--- config.mk ---
export PLATFORM = sky130hd
export DESIGN_NAME = aic_analog_cond
export DESIGN_NICKNAME = d
export VERILOG_FILES = /design/src/core/aic_pkg.sv /design/src/core/aic_hist_mem.sv /design/src/core/aic_analog_cond.sv
export VERILOG_INCLUDE_DIRS = /design/src /design/src/core
export SDC_FILE = /design/constraint.sdc
export NUM_CORES = 2
export LEC_CHECK = 0
export BUFFER_PORTS_ARGS = -buffer_cell sky130_fd_sc_hd__buf_2
export CAP_MARGIN = 15
export CELL_PAD_IN_SITES_DETAIL_PLACEMENT = 0
export CELL_PAD_IN_SITES_GLOBAL_PLACEMENT = 1
export CORE_AREA = 2 2 534 536
export CTS_CLUSTER_DIAMETER = 100
export DETAILED_ROUTE_END_ITERATION = 8
export DIE_AREA = 0 0 536 538
export PLACE_DENSITY_LB_ADDON = 0.15
export SYNTH_ARGS = -nofsm -noshare
export SYNTH_HDL_FRONTEND = slang
export SYNTH_SLANG_ARGS = --single-unit
--- constraint.sdc ---
create_clock -name aclk -period 34.6 [get_ports aclk]
set_input_delay 5.19 -clock aclk [delete_from_list [all_inputs] [get_ports aclk]]
set_output_delay 5.19 -clock aclk [all_outputs]
set_load 0.02 [all_outputs]
--- src/core/aic_map.svh ---
// Register offsets, field positions, reset values and timing figures of the
// analog input conditioning block. Included by the design files by bare name.
`ifndef AIC_MAP_SVH
`define AIC_MAP_SVH

// Per-channel register indices; byte address = base + 4 * index.
`define AIC_CH1_BASE     12'h000
`define AIC_CH2_BASE     12'h040
`define AIC_IDX_CFG      4'h0
`define AIC_IDX_TRIG     4'h1
`define AIC_IDX_ZERO     4'h2
`define AIC_IDX_GAIN     4'h3
`define AIC_IDX_XOFF     4'h4
`define AIC_IDX_YOFF     4'h5
`define AIC_IDX_MIN      4'h6
`define AIC_IDX_MAX      4'h7
`define AIC_IDX_PRE      4'h8
`define AIC_IDX_POST     4'h9
`define AIC_OFF_ROUTE    12'h080
`define AIC_OFF_REF      12'h084
`define AIC_OFF_AUX      12'h088

// Fields of the per-channel configuration word.
`define AIC_CFG_RANGE_LSB 0
`define AIC_CFG_AVG_LSB   2
`define AIC_CFG_HOLD_BIT  8
`define AIC_AVG_CODE_MAX  3'h6
`define AIC_TRIG_W        12

// Reset values; percentages are in 0.1 % units, gain in 0.01 units.
`define AIC_RST_CFG      16'h0000
`define AIC_RST_GAIN     16'h0064
`define AIC_RST_OFFSET   16'h0000
`define AIC_RST_MIN      16'hf060
`define AIC_RST_MAX      16'h0fa0
`define AIC_GAIN_SCALE   32'sh00000064
`define AIC_SAT_POS      32'sh00000fa0
`define AIC_SAT_NEG      32'shfffff060
`define AIC_LIVE_ZERO    32'sh000000c8

// Timing: 2 ms sample period at a 4 ns clock.
`define AIC_SAMPLE_PERIOD_NS 32'h001e8480
`define AIC_CLK_PERIOD_NS    32'h00000004

`endif

--- src/core/aic_pkg.sv ---
// Types shared by the analog input conditioning design files.
// Assumes nothing of its surroundings.
package aic_pkg;

  typedef logic signed [15:0] aic_val_type;

  typedef enum logic [1:0] {
    AIC_RANGE_V10    = 2'h0,
    AIC_RANGE_MA20   = 2'h1,
    AIC_RANGE_MA4_20 = 2'h2
  } aic_range_type;

  typedef enum logic [2:0] {
    AIC_S_IDLE  = 3'h0,
    AIC_S_RANGE = 3'h1,
    AIC_S_AVG   = 3'h2,
    AIC_S_HOLD  = 3'h3,
    AIC_S_ZERO  = 3'h4,
    AIC_S_AMP   = 3'h5,
    AIC_S_LIMIT = 3'h6,
    AIC_S_ROUTE = 3'h7
  } aic_state_type;

endpackage : aic_pkg

--- src/core/aic_hist_mem.sv ---
// Sample history memory for the running mean, one write and one read port.
// Assumes one clock; read data come from a register one cycle after raddr.
module aic_hist_mem #(
  parameter int unsigned WIDTH  = 16,
  parameter int unsigned ADDR_W = 7
) (
  input  wire logic              clk,
  input  wire logic              we,
  input  wire logic [ADDR_W-1:0] waddr,
  input  wire logic [WIDTH-1:0]  wdata,
  input  wire logic [ADDR_W-1:0] raddr,
  output logic      [WIDTH-1:0]  rdata
);

  logic [WIDTH-1:0] mem_r [2**ADDR_W];

  always_ff @(posedge clk) begin
    if (we) begin
      mem_r[waddr] <= wdata;
    end
    rdata <= mem_r[raddr];
  end

endmodule : aic_hist_mem

--- src/core/aic_analog_cond.sv ---
// Two-channel analog reference conditioning chain with an AXI4-Lite slave.
// Assumes converter codes in 0.1 % of full scale that stay stable for many
// clocks around each 2 ms sample, and asynchronous digital input pins.
// Summary of operation
// - Each channel's range code picks 10 V bipolar (0), 20 mA bipolar (1) or 4-20 mA (2).
// - With averaging off each channel is sampled every 2 ms and passed on unchanged.
// - The filter code selects no averaging (0) or a mean of 2, 4, 8, 16, 32 or 64 samples.
// - Each channel has a save mode, enabled in its configuration and keyed by a chosen input.
// - In save mode a high trigger passes and stores the signal; a low one replays the store.
// - A zero clamp forces values within a symmetric band of up to 10 % around zero to zero.
// - A negative band also acts as hysteresis, taking only setpoint changes larger than it.
// - After the clamp each channel passes an amplifier with x offset, y offset and gain.
// - The amplifier gives gain times input minus x offset plus y offset; default gain is 1.00.
// - Each amplifier output is clamped to its minimum and maximum, without ordering check.
// - Every internal value saturates at plus and minus 400 % of full scale.
// - A route setting picks which channel drives the reference and which the auxiliary value.
// - Each channel shows read-only monitors before and after the amplifier.
//
// Our own choices: the AXI4-Lite slave port and the register offsets.
`include "aic_map.svh"

module aic_analog_cond
  import aic_pkg::*;
#(
  parameter int unsigned SAMPLE_CYCLES = `AIC_SAMPLE_PERIOD_NS / `AIC_CLK_PERIOD_NS
) (
  input  wire logic        aclk,
  input  wire logic        aresetn,
  input  wire logic [11:0] s_axi_awaddr,
  input  wire logic [2:0]  s_axi_awprot,
  input  wire logic        s_axi_awvalid,
  output logic             s_axi_awready,
  input  wire logic [31:0] s_axi_wdata,
  input  wire logic [3:0]  s_axi_wstrb,
  input  wire logic        s_axi_wvalid,
  output logic             s_axi_wready,
  output logic [1:0]       s_axi_bresp,
  output logic             s_axi_bvalid,
  input  wire logic        s_axi_bready,
  input  wire logic [11:0] s_axi_araddr,
  input  wire logic [2:0]  s_axi_arprot,
  input  wire logic        s_axi_arvalid,
  output logic             s_axi_arready,
  output logic [31:0]      s_axi_rdata,
  output logic [1:0]       s_axi_rresp,
  output logic             s_axi_rvalid,
  input  wire logic        s_axi_rready,
  input  wire logic [15:0] analog_channel_one,
  input  wire logic [15:0] analog_channel_two,
  input  wire logic [11:0] prog_inputs,
  output logic [15:0]      ref_value,
  output logic [15:0]      aux_value,
  output logic             value_valid
);

  function automatic aic_val_type sat_val(input logic signed [31:0] x);
    if (x > `AIC_SAT_POS) begin
      return aic_val_type'(`AIC_SAT_POS);
    end else if (x < `AIC_SAT_NEG) begin
      return aic_val_type'(`AIC_SAT_NEG);
    end
    return aic_val_type'(x);
  endfunction : sat_val

  function automatic logic [15:0] merge16(input logic [15:0] old, input logic [31:0] d,
                                          input logic [3:0] be);
    return {be[1] ? d[15:8] : old[15:8], be[0] ? d[7:0] : old[7:0]};
  endfunction : merge16

  // Converter codes and pins cross in through two flip-flops each.
  logic        [15:0] adc_meta_r [2];
  aic_val_type        adc_sync_r [2];
  logic        [11:0] din_meta_r;
  logic        [11:0] din_sync_r;

  always_ff @(posedge aclk) begin
    if (!aresetn) begin
      adc_meta_r <= '{default: '0};
      adc_sync_r <= '{default: '0};
      din_meta_r <= '0;
      din_sync_r <= '0;
    end else begin
      adc_meta_r[0] <= analog_channel_one;
      adc_meta_r[1] <= analog_channel_two;
      adc_sync_r[0] <= adc_meta_r[0];
      adc_sync_r[1] <= adc_meta_r[1];
      din_meta_r    <= prog_inputs;
      din_sync_r    <= din_meta_r;
    end
  end

  logic [31:0] tick_cnt_r;
  logic        tick_r;

  always_ff @(posedge aclk) begin
    if (!aresetn) begin
      tick_cnt_r <= '0;
      tick_r     <= 1'b0;
    end else if (tick_cnt_r == SAMPLE_CYCLES - 1) begin
      tick_cnt_r <= '0;
      tick_r     <= 1'b1;
    end else begin
      tick_cnt_r <= tick_cnt_r + 32'h1;
      tick_r     <= 1'b0;
    end
  end

  logic [15:0] cfg_r  [2];
  logic [15:0] trig_r [2];
  aic_val_type zero_r [2];
  aic_val_type gain_r [2];
  aic_val_type xoff_r [2];
  aic_val_type yoff_r [2];
  aic_val_type min_r  [2];
  aic_val_type max_r  [2];
  aic_val_type mon_pre_r  [2];
  aic_val_type mon_post_r [2];
  logic        route_r;
  aic_val_type ref_r;
  aic_val_type aux_r;
  logic        valid_r;

  // Write side: address and data are taken together once both are offered.
  logic       wr_fire;
  logic       wr_map;
  logic       wr_route;
  logic       wr_ch;
  logic [3:0] wr_idx;

  assign wr_fire = s_axi_awvalid && s_axi_wvalid && !s_axi_awready && !s_axi_bvalid;
  assign wr_ch   = s_axi_awaddr[6];
  assign wr_idx  = s_axi_awaddr[5:2];

  always_comb begin
    wr_map   = 1'b0;
    wr_route = 1'b0;
    if (s_axi_awaddr[11:7] == 5'h00 && wr_idx <= `AIC_IDX_POST) begin
      wr_map = 1'b1;
    end else if ({s_axi_awaddr[11:2], 2'h0} == `AIC_OFF_ROUTE) begin
      wr_map   = 1'b1;
      wr_route = 1'b1;
    end else if ({s_axi_awaddr[11:2], 2'h0} == `AIC_OFF_REF ||
                 {s_axi_awaddr[11:2], 2'h0} == `AIC_OFF_AUX) begin
      wr_map = 1'b1;
    end
  end

  always_ff @(posedge aclk) begin
    if (!aresetn) begin
      s_axi_awready <= 1'b0;
      s_axi_wready  <= 1'b0;
      s_axi_bvalid  <= 1'b0;
      s_axi_bresp   <= 2'h0;
    end else begin
      s_axi_awready <= wr_fire;
      s_axi_wready  <= wr_fire;
      if (wr_fire) begin
        s_axi_bvalid <= 1'b1;
        s_axi_bresp  <= wr_map ? 2'h0 : 2'h2;
      end else if (s_axi_bready) begin
        s_axi_bvalid <= 1'b0;
      end
    end
  end

  for (genvar c = 0; c < 2; c++) begin : g_ch_regs
    always_ff @(posedge aclk) begin
      if (!aresetn) begin
        cfg_r[c]  <= `AIC_RST_CFG;
        trig_r[c] <= '0;
        zero_r[c] <= `AIC_RST_OFFSET;
        gain_r[c] <= `AIC_RST_GAIN;
        xoff_r[c] <= `AIC_RST_OFFSET;
        yoff_r[c] <= `AIC_RST_OFFSET;
        min_r[c]  <= `AIC_RST_MIN;
        max_r[c]  <= `AIC_RST_MAX;
      end else if (wr_fire && wr_map && !wr_route && wr_ch == 1'(c)) begin
        if (wr_idx == `AIC_IDX_CFG) begin
          cfg_r[c] <= merge16(cfg_r[c], s_axi_wdata, s_axi_wstrb);
        end else if (wr_idx == `AIC_IDX_TRIG) begin
          trig_r[c] <= merge16(trig_r[c], s_axi_wdata, s_axi_wstrb);
        end else if (wr_idx == `AIC_IDX_ZERO) begin
          zero_r[c] <= merge16(zero_r[c], s_axi_wdata, s_axi_wstrb);
        end else if (wr_idx == `AIC_IDX_GAIN) begin
          gain_r[c] <= merge16(gain_r[c], s_axi_wdata, s_axi_wstrb);
        end else if (wr_idx == `AIC_IDX_XOFF) begin
          xoff_r[c] <= merge16(xoff_r[c], s_axi_wdata, s_axi_wstrb);
        end else if (wr_idx == `AIC_IDX_YOFF) begin
          yoff_r[c] <= merge16(yoff_r[c], s_axi_wdata, s_axi_wstrb);
        end else if (wr_idx == `AIC_IDX_MIN) begin
          min_r[c] <= merge16(min_r[c], s_axi_wdata, s_axi_wstrb);
        end else if (wr_idx == `AIC_IDX_MAX) begin
          max_r[c] <= merge16(max_r[c], s_axi_wdata, s_axi_wstrb);
        end
      end
    end
  end

  always_ff @(posedge aclk) begin
    if (!aresetn) begin
      route_r <= 1'b0;
    end else if (wr_fire && wr_route && s_axi_wstrb[0]) begin
      route_r <= s_axi_wdata[0];
    end
  end

  // Read side.
  logic        rd_fire;
  logic        rd_ok;
  logic [31:0] rd_data;
  logic        rd_ch;
  logic [3:0]  rd_idx;

  assign rd_fire = s_axi_arvalid && !s_axi_arready && !s_axi_rvalid;
  assign rd_ch   = s_axi_araddr[6];
  assign rd_idx  = s_axi_araddr[5:2];

  always_comb begin
    rd_ok   = 1'b1;
    rd_data = '0;
    if (s_axi_araddr[11:7] == 5'h00 && rd_idx == `AIC_IDX_CFG) begin
      rd_data[15:0] = cfg_r[rd_ch];
    end else if (s_axi_araddr[11:7] == 5'h00 && rd_idx == `AIC_IDX_TRIG) begin
      rd_data[15:0] = trig_r[rd_ch];
    end else if (s_axi_araddr[11:7] == 5'h00 && rd_idx == `AIC_IDX_ZERO) begin
      rd_data[15:0] = zero_r[rd_ch];
    end else if (s_axi_araddr[11:7] == 5'h00 && rd_idx == `AIC_IDX_GAIN) begin
      rd_data[15:0] = gain_r[rd_ch];
    end else if (s_axi_araddr[11:7] == 5'h00 && rd_idx == `AIC_IDX_XOFF) begin
      rd_data[15:0] = xoff_r[rd_ch];
    end else if (s_axi_araddr[11:7] == 5'h00 && rd_idx == `AIC_IDX_YOFF) begin
      rd_data[15:0] = yoff_r[rd_ch];
    end else if (s_axi_araddr[11:7] == 5'h00 && rd_idx == `AIC_IDX_MIN) begin
      rd_data[15:0] = min_r[rd_ch];
    end else if (s_axi_araddr[11:7] == 5'h00 && rd_idx == `AIC_IDX_MAX) begin
      rd_data[15:0] = max_r[rd_ch];
    end else if (s_axi_araddr[11:7] == 5'h00 && rd_idx == `AIC_IDX_PRE) begin
      rd_data[15:0] = mon_pre_r[rd_ch];
    end else if (s_axi_araddr[11:7] == 5'h00 && rd_idx == `AIC_IDX_POST) begin
      rd_data[15:0] = mon_post_r[rd_ch];
    end else if ({s_axi_araddr[11:2], 2'h0} == `AIC_OFF_ROUTE) begin
      rd_data[0] = route_r;
    end else if ({s_axi_araddr[11:2], 2'h0} == `AIC_OFF_REF) begin
      rd_data[15:0] = ref_r;
    end else if ({s_axi_araddr[11:2], 2'h0} == `AIC_OFF_AUX) begin
      rd_data[15:0] = aux_r;
    end else begin
      rd_ok = 1'b0;
    end
  end

  always_ff @(posedge aclk) begin
    if (!aresetn) begin
      s_axi_arready <= 1'b0;
      s_axi_rvalid  <= 1'b0;
      s_axi_rdata   <= '0;
      s_axi_rresp   <= 2'h0;
    end else begin
      s_axi_arready <= rd_fire;
      if (rd_fire) begin
        s_axi_rvalid <= 1'b1;
        s_axi_rdata  <= rd_data;
        s_axi_rresp  <= rd_ok ? 2'h0 : 2'h2;
      end else if (s_axi_rready) begin
        s_axi_rvalid <= 1'b0;
      end
    end
  end

  // Datapath: one working value walks the stages, channel one then two.
  aic_state_type state_r;
  logic          ch_r;
  aic_val_type   val_r;
  logic [5:0]    ptr_r  [2];
  logic [6:0]    fill_r [2];
  logic [23:0]   sum_r  [2];
  logic [2:0]    seen_r [2];
  aic_val_type   held_r [2];
  aic_val_type   last_r [2];
  logic [15:0]   old_sample;

  logic [2:0]         code_cur;
  logic [6:0]         n_cur;
  logic               restart;
  logic signed [23:0] sum_nxt;
  logic [6:0]         fill_nxt;
  aic_val_type        rng_nxt;
  aic_val_type        avg_nxt;
  aic_val_type        hold_nxt;
  aic_val_type        zero_nxt;
  aic_val_type        amp_nxt;
  aic_val_type        lim_nxt;
  aic_val_type        band;
  logic               trig_hit;
  logic               hold_en;

  assign code_cur = (cfg_r[ch_r][`AIC_CFG_AVG_LSB +: 3] > `AIC_AVG_CODE_MAX) ?
                    `AIC_AVG_CODE_MAX : cfg_r[ch_r][`AIC_CFG_AVG_LSB +: 3];
  assign n_cur    = 7'h01 << code_cur;
  assign restart  = code_cur != seen_r[ch_r];
  assign hold_en  = cfg_r[ch_r][`AIC_CFG_HOLD_BIT];
  assign trig_hit = |(din_sync_r & trig_r[ch_r][`AIC_TRIG_W-1:0]);
  assign band     = (zero_r[ch_r] < 0) ? aic_val_type'(-zero_r[ch_r]) : zero_r[ch_r];

  aic_hist_mem #(
    .WIDTH  (16),
    .ADDR_W (7)
  ) u_hist (
    .clk   (aclk),
    .we    (state_r == AIC_S_AVG),
    .waddr ({ch_r, ptr_r[ch_r]}),
    .wdata (val_r),
    .raddr ({ch_r, ptr_r[ch_r] - n_cur[5:0]}),
    .rdata (old_sample)
  );

  always_comb begin
    // range conversion; the live-zero range maps 4..20 mA onto 0..100 %.
    if (aic_range_type'(cfg_r[ch_r][`AIC_CFG_RANGE_LSB +: 2]) == AIC_RANGE_MA4_20) begin
      rng_nxt = sat_val(((32'(adc_sync_r[ch_r]) - `AIC_LIVE_ZERO) * 5) >>> 2);
    end else begin
      rng_nxt = sat_val(32'(adc_sync_r[ch_r]));
    end
    // running sum drops the sample that fell out of the window.
    if (restart) begin
      sum_nxt  = 24'(val_r);
      fill_nxt = 7'h01;
    end else begin
      sum_nxt  = $signed(sum_r[ch_r]) + 24'(val_r) -
                 ((fill_r[ch_r] >= n_cur) ? 24'(signed'(old_sample)) : 24'sh000000);
      fill_nxt = (fill_r[ch_r] == 7'h40) ? 7'h40 : fill_r[ch_r] + 7'h01;
    end
    // until the window is full the newest sample is passed on.
    avg_nxt = (fill_nxt < n_cur) ? val_r : aic_val_type'(sum_nxt >>> code_cur);
    // replay the stored value while the trigger is low.
    hold_nxt = (hold_en && !trig_hit) ? held_r[ch_r] : val_r;
    zero_nxt = (val_r <= band && val_r >= -band) ? aic_val_type'(16'h0000) : val_r;
    // negative band also holds the previous setpoint against small changes.
    if (zero_r[ch_r] < 0 && (32'(zero_nxt) - 32'(last_r[ch_r]) <= 32'(band)) &&
        (32'(last_r[ch_r]) - 32'(zero_nxt) <= 32'(band))) begin
      zero_nxt = last_r[ch_r];
    end
    // gain times (input minus x offset) plus y offset, each step saturated.
    amp_nxt = sat_val(32'(sat_val(32'(val_r) - 32'(xoff_r[ch_r]))) * 32'(gain_r[ch_r])
                      / `AIC_GAIN_SCALE);
    amp_nxt = sat_val(32'(amp_nxt) + 32'(yoff_r[ch_r]));
    // no ordering check; the minimum wins when limits cross.
    lim_nxt = (val_r > max_r[ch_r]) ? max_r[ch_r] : val_r;
    lim_nxt = (lim_nxt < min_r[ch_r]) ? min_r[ch_r] : lim_nxt;
    // limits written beyond 400 % must not widen the value range.
    lim_nxt = sat_val(32'(lim_nxt));
  end

  always_ff @(posedge aclk) begin
    if (!aresetn) begin
      state_r <= AIC_S_IDLE;
      ch_r    <= 1'b0;
      val_r   <= '0;
    end else begin
      case (state_r)
        AIC_S_IDLE: begin
          ch_r <= 1'b0;
          if (tick_r) begin
            state_r <= AIC_S_RANGE;
          end
        end
        AIC_S_RANGE: begin
          val_r   <= rng_nxt;
          state_r <= AIC_S_AVG;
        end
        AIC_S_AVG: begin
          val_r   <= avg_nxt;
          state_r <= AIC_S_HOLD;
        end
        AIC_S_HOLD: begin
          val_r   <= hold_nxt;
          state_r <= AIC_S_ZERO;
        end
        AIC_S_ZERO: begin
          val_r   <= zero_nxt;
          state_r <= AIC_S_AMP;
        end
        AIC_S_AMP: begin
          val_r   <= amp_nxt;
          state_r <= AIC_S_LIMIT;
        end
        AIC_S_LIMIT: begin
          val_r   <= lim_nxt;
          ch_r    <= 1'b1;
          state_r <= ch_r ? AIC_S_ROUTE : AIC_S_RANGE;
        end
        default: begin
          state_r <= AIC_S_IDLE;
        end
      endcase
    end
  end

  always_ff @(posedge aclk) begin
    if (!aresetn) begin
      ptr_r  <= '{default: '0};
      fill_r <= '{default: '0};
      sum_r  <= '{default: '0};
      seen_r <= '{default: '0};
    end else if (state_r == AIC_S_AVG) begin
      ptr_r[ch_r]  <= ptr_r[ch_r] + 6'h01;
      fill_r[ch_r] <= fill_nxt;
      sum_r[ch_r]  <= sum_nxt;
      seen_r[ch_r] <= code_cur;
    end
  end

  // the store only follows the signal while save mode and trigger agree.
  always_ff @(posedge aclk) begin
    if (!aresetn) begin
      held_r <= '{default: '0};
      last_r <= '{default: '0};
    end else begin
      if (state_r == AIC_S_HOLD && hold_en && trig_hit) begin
        held_r[ch_r] <= val_r;
      end
      if (state_r == AIC_S_ZERO) begin
        last_r[ch_r] <= zero_nxt;
      end
    end
  end

  // monitors before and after the amplifier
  always_ff @(posedge aclk) begin
    if (!aresetn) begin
      mon_pre_r  <= '{default: '0};
      mon_post_r <= '{default: '0};
    end else if (state_r == AIC_S_AMP) begin
      mon_pre_r[ch_r] <= val_r;
    end else if (state_r == AIC_S_LIMIT) begin
      mon_post_r[ch_r] <= lim_nxt;
    end
  end

  // route to reference and auxiliary outputs
  always_ff @(posedge aclk) begin
    if (!aresetn) begin
      ref_r   <= '0;
      aux_r   <= '0;
      valid_r <= 1'b0;
    end else begin
      valid_r <= state_r == AIC_S_ROUTE;
      if (state_r == AIC_S_ROUTE) begin
        ref_r <= route_r ? mon_post_r[1] : mon_post_r[0];
        aux_r <= route_r ? mon_post_r[0] : mon_post_r[1];
      end
    end
  end

  assign ref_value   = ref_r;
  assign aux_value   = aux_r;
  assign value_valid = valid_r;

  AST_TICK_START: assert property (@(posedge aclk) disable iff (!aresetn)
    tick_r && state_r == AIC_S_IDLE |=> state_r == AIC_S_RANGE && !ch_r)
    else $error("Sample tick did not start channel one.");
  AST_LIVE_ZERO: assert property (@(posedge aclk) disable iff (!aresetn)
    state_r == AIC_S_RANGE && cfg_r[ch_r][1:0] == 2'h2 && adc_sync_r[ch_r] == 16'sh00c8
    |=> val_r == 16'sh0000)
    else $error("Four milliamp did not map to zero.");
  AST_AVG_OFF: assert property (@(posedge aclk) disable iff (!aresetn)
    state_r == AIC_S_AVG && code_cur == 3'h0 |=> val_r == $past(val_r))
    else $error("Averaging off altered the sample.");
  AST_HOLD_REPLAY: assert property (@(posedge aclk) disable iff (!aresetn)
    state_r == AIC_S_HOLD && hold_en && !trig_hit |=> val_r == $past(held_r[ch_r]))
    else $error("Save mode did not replay the stored value.");
  AST_ZERO_BAND: assert property (@(posedge aclk) disable iff (!aresetn)
    state_r == AIC_S_ZERO && zero_r[ch_r] >= 0 && val_r <= band && val_r >= -band
    |=> val_r == 16'sh0000)
    else $error("Value inside the zero band was not cleared.");
  AST_AMP_UNITY: assert property (@(posedge aclk) disable iff (!aresetn)
    state_r == AIC_S_AMP && gain_r[ch_r] == 16'sh0064 && xoff_r[ch_r] == 16'sh0000 &&
    yoff_r[ch_r] == 16'sh0000 |=> val_r == $past(val_r))
    else $error("Unity amplifier changed the value.");
  AST_LIMITS: assert property (@(posedge aclk) disable iff (!aresetn)
    state_r == AIC_S_LIMIT && min_r[ch_r] <= max_r[ch_r]
    |=> val_r >= $past(min_r[ch_r]) && val_r <= $past(max_r[ch_r]))
    else $error("Limited value outside its limits.");
  AST_SAT_400: assert property (@(posedge aclk) disable iff (!aresetn)
    state_r inside {AIC_S_AVG, AIC_S_HOLD, AIC_S_ZERO, AIC_S_AMP, AIC_S_LIMIT, AIC_S_ROUTE}
    |-> val_r <= 16'sh0fa0 && val_r >= -16'sh0fa0)
    else $error("Internal value beyond 400 percent.");
  AST_ROUTE_OUT: assert property (@(posedge aclk) disable iff (!aresetn)
    valid_r |-> ref_r == ($past(route_r) ? mon_post_r[1] : mon_post_r[0]) &&
    aux_r == ($past(route_r) ? mon_post_r[0] : mon_post_r[1]))
    else $error("Reference or auxiliary routed wrongly.");
  AST_MON_POST: assert property (@(posedge aclk) disable iff (!aresetn)
    state_r == AIC_S_LIMIT |=> mon_post_r[$past(ch_r)] == val_r)
    else $error("Post amplifier monitor not updated.");

endmodule : aic_analog_cond

==> summary.md <==
The region available for standard cell placement spans 0.283 mm². The fmax was 0.0303 GHz. Class of the tightest hold or removal check: register to register.

In the finished design, the share of the clock period the worst path needs comes to 95.5%. After synthesis, the share of flip-flops with an asynchronous set or reset is 0%. On the final layout, the worst clock skew is 0.0909 ns. By instance count, the cell type seen most on the critical path is sky130_fd_sc_hd__buf_4. The synthesized netlist devotes 8.90% of its cell area to simple gates. Before CTS, the worst setup slack after placement is -0.757 ns. For the final estimated routing congestion in global placement, the log shows 0.886. The post-synthesis mux area share came out at 14.8%. Compared with the post-synthesis result, the final layout area differs by 12.8%. The synthesized netlist devotes 2.01% of its cell area to XOR and XNOR gates. Port buffering added 144 buffers. The via count of the first global-routing pass was 85907. The reg-to-reg critical path endpoint is val_r[8]$_SDFFE_PN0P_. The routed design could run at a clock period as short as 33.03 ns. The biggest cell delay along the critical path was 0.63 ns; the relative slew slack was 5.44%. For the pin with the worst max-slew slack, the measured transition is 1.42 ns.

The height of the chip is 538 µm. Setup slack on the worst reg-to-reg path comes out at 1.57 ns. The number of nets still failing antenna checks after routing is 0, and the number of buffers between clock root and the deepest sink is 4. The number of instances on the worst hold path was 1; the maximum number of pins on one net before global-route repair was 140. Synthesis handed over a netlist of 9934 instances.

The count of flip-flops with a built-in enable after synthesis was 2304; the detailed router's first-iteration violation count was 9165. Including well taps, the total number of placed cells is 13746. Row generation in the floorplan step produced 196 rows. For hold timing, the worst endpoint is din_sync_r[4]$_SDFF_PN0_. The routed length per placed instance came out at 27.2 µm. The worst setup path is launched from a register. In the routed design, unresolved DRC markers number 0.

The overall die area is 0.288 mm², and the area fraction in compound gates after synthesis is 7.85%. Summing every instance area after synthesis gives 0.138 mm². Yosys mapped the design onto 134 distinct sky130hd cell types. The logs give 10 for the initial antenna violation count and 11088 for the total number of nets in the final design. Across every metal layer, demand over resource in global routing totals 26.9%. Dividing the detail-routed via count by the number of cells gives 6.06. Once routing completed, OpenROAD measured the worst setup slack at 1.57 ns. The critical path in this run is classified as register to register. The initial utilization of the core area, before any placement, comes to 48.7%. At the later pin of the worst-skew pair, clock insertion delay measures 0.89 ns.

The logs give 0 for the number of max-slew violations in the final report and 0 for the number of max-cap violations. CTS placed an instance of sky130_fd_sc_hd__clkbuf_16 at the clock tree root. Via count of the routed design: 86953. The kind of cell adding the most delay to the critical path was compound AO/OA/AOI/OAI gates. From left edge to right edge, the die measures 536 µm. For the final routed database, the setup TNS stands at 0 ns. The number of ports placed on the die boundary is 191. TritonCTS built the clock tree.

Of all nets on the critical path, the largest fanout is 15. Counting the fill cells in the layout gives 23017. The average instance in the mapped netlist occupies 13.9 µm². Summed over all layers, the routed wires come to 391000 µm.

Fraction of final layout cells sized beyond drive strength 1: 20.1%. Measured in cells, the most critical reg-to-reg path has a length of 136. The first global-routing pass estimated 574000 µm of wire. Before antenna repair, the detailed router went through 6 iterations. Clock-pin slew was measured on the worst setup and hold paths at 0.06 ns. The logs give 0 for the final-report setup violation count and 5 for the deepest level of the CTS H-tree.

Together, buffers and inverters on the worst path number 18. The synthesized netlist devotes 7.19% of its cell area to adder and majority cells. Cell type of the slowest stage on the worst timing path: sky130_fd_sc_hd__a311oi_4.

Hold repair after CTS inserted 0 buffers. The number of hold-slack violations in the final timing report was 0. STA classifies the critical path endpoint as a register. After the flow finishes, the layout carries non-filler instances totaling 14345. For the worst setup path, the data required time is 35.32 ns. The data arrival time of the critical path was 33.75 ns; the total of flip-flops plus latches after synthesis was 2722. The flow ran to the end, and the final reports show no timing, DRC or antenna violations. The worst hold path begins at din_meta_r[4]$_SDFF_PN0_. The dominant combinational cell family by area after synthesis is multiplexers. The wire-length estimate of the detail-placed layout is 256000 µm.

The tools report the number of clock sinks as 2722. The most used flip-flop cell after synthesis was sky130_fd_sc_hd__edfxtp_1. Part of the Yosys area used for sequential elements: 56.3%. Clock tree synthesis inserted a total of 290 buffers. For this run, the number of Yosys warnings is 0.

For this run the aggregate overflow at the end of global routing stands at 0.
==> cells by family after synthesis <==
logic type | count (synthesis)
buf+inv | 1050
simple gates | 2498
compound gates | 1534
fa+ha+maj | 620
flops | 2722
xor+xnor | 303
other cells | 1
mux | 1206
==> sequential cells by signal, indices dropped and copies added, names as in the netlist, 32 cells and up, named ones only <==
name and flops:
trig_r 32, xoff_r 32, gain_r 32, cfg_r 32
mon_pre_r 32, max_r 32, sum_r 44, min_r 32
adc_sync_r 32, u_hist.mem_r 2048, tick_cnt_r 32, last_r 32
held_r 32, zero_r 32, mon_post_r 32, yoff_r 32
adc_meta_r 32
==> placed cells by master, fill, tap and decap left out, types with 153 or more instances in the layout <==
master / count
sky130_fd_sc_hd__a21oi_1: 310
sky130_fd_sc_hd__and2_1: 400
sky130_fd_sc_hd__buf_2: 153
sky130_fd_sc_hd__buf_4: 440
sky130_fd_sc_hd__clkbuf_16: 298
sky130_fd_sc_hd__dfxtp_1: 399
sky130_fd_sc_hd__edfxtp_1: 2304
sky130_fd_sc_hd__fa_1: 288
sky130_fd_sc_hd__ha_1: 309
sky130_fd_sc_hd__inv_1: 528
sky130_fd_sc_hd__mux2i_1: 418
sky130_fd_sc_hd__mux4_2: 656
sky130_fd_sc_hd__nand2_1: 714
sky130_fd_sc_hd__nor2_1: 609
sky130_fd_sc_hd__o21ai_0: 231
sky130_fd_sc_hd__xnor2_1: 191
==> how the worst max path moves through the flow <==
stage / startpoint / endpoint / slack, ns / depth (start not counted)
5_1_grt: register / val_r[5]$_SDFFE_PN0P_ / -0.15 / 135
6_report: register / val_r[8]$_SDFFE_PN0P_ / 1.57 / 136
3_5_place_dp: register / val_r[8]$_SDFFE_PN0P_ / -0.76 / 129
4_1_cts: register / val_r[5]$_SDFFE_PN0P_ / 0.02 / 125
3_3_place_gp: register / val_r[8]$_SDFFE_PN0P_ / -0.41 / 129
2_1_floorplan: register / val_r[2]$_SDFFE_PN0P_ / 0.1 / 141
==> what timing repair did <==
action | 4_1_cts | 5_1_grt
pin swaps | 1 | 44
resized for setup | 19 | 215
setup buffers | 6 | 49
gates cloned | 0 | 2
setup endpoints to repair | 16 | 16
==> metal layers <==
layer	share of wire [%]	up-vias	global-route usage (%)	wire length [µm]
met2	47	3108	43.2	184000
met4	4.2	0	10.2	16400
met3	6.6	639	3.34	25800
li1	-	38388	-	-
met5	0	-	0	0
met1	42	44818	37.6	164000
==> cell usage after synthesis, drive strengths merged (16+ instances only) <==
cell        n  area share (%)
nand2     725             2.0
a21oi     342             1.3
xnor2     209             1.4
a311oi     18            0.17
o21bai     46            0.25
a221oi     25            0.16
fa        290             4.2
o21a       41            0.22
a2111oi    16            0.11
o22ai      84            0.38
nand3     119            0.44
mux4      656              11
or2        36            0.16
ha        322             2.9
o211a     123            0.89
a21o       70            0.38
a31oi      50            0.23
nand4      63            0.29
a21boi    101            0.55
o21ai     289             1.1
nor4       54            0.27
inv       532             1.4
a222oi     17            0.12
mux2      116            0.95
or3        73            0.34
buf       130            0.47
and2      406             1.8
dfxtp     418             6.1
a211oi     50            0.30
mux2i     434             3.2
clkbuf    385             1.0
o31ai      24            0.14
xor2       94            0.61
nor2      621             1.7
edfxtp   2304              50
o211ai     42            0.24
nand2b     74            0.34
nor3       87            0.32
and3       53            0.24
o221ai     25            0.19
nor2b     110            0.50
and4       19            0.12
o2111ai    19            0.12
==> through the flow <==
step / instance area [µm²] / hold slack [ns] / util [%]
after floorplan: 138000 / 0.412 / -
after global placement: 145000 / 0.419 / 51.1
after detailed placement: 145000 / 0.419 / 51.1
after CTS: 154000 / 0.429 / 54.3
after global routing: 156000 / 0.448 / 54.9
final: 156000 / 0.425 / 54.9
==> final cells by class <==
class	count	area [µm²]	share of cell area, %
Antenna cell	6	15.0	0.00966
Inverter	535	2010	1.29
Sequential cell	2722	77600	49.9
Multi-Input combinational cell	6181	57600	37.0
Timing Repair Buffer	629	4610	2.97
Clock inverter	142	1180	0.757
Clock buffer	368	7810	5.02
Tap cell	3762	4710	3.03
Power is left out: the tool's default activity adds up to more than one toggle a clock period on the data nets, which glitch-free logic cannot reach.
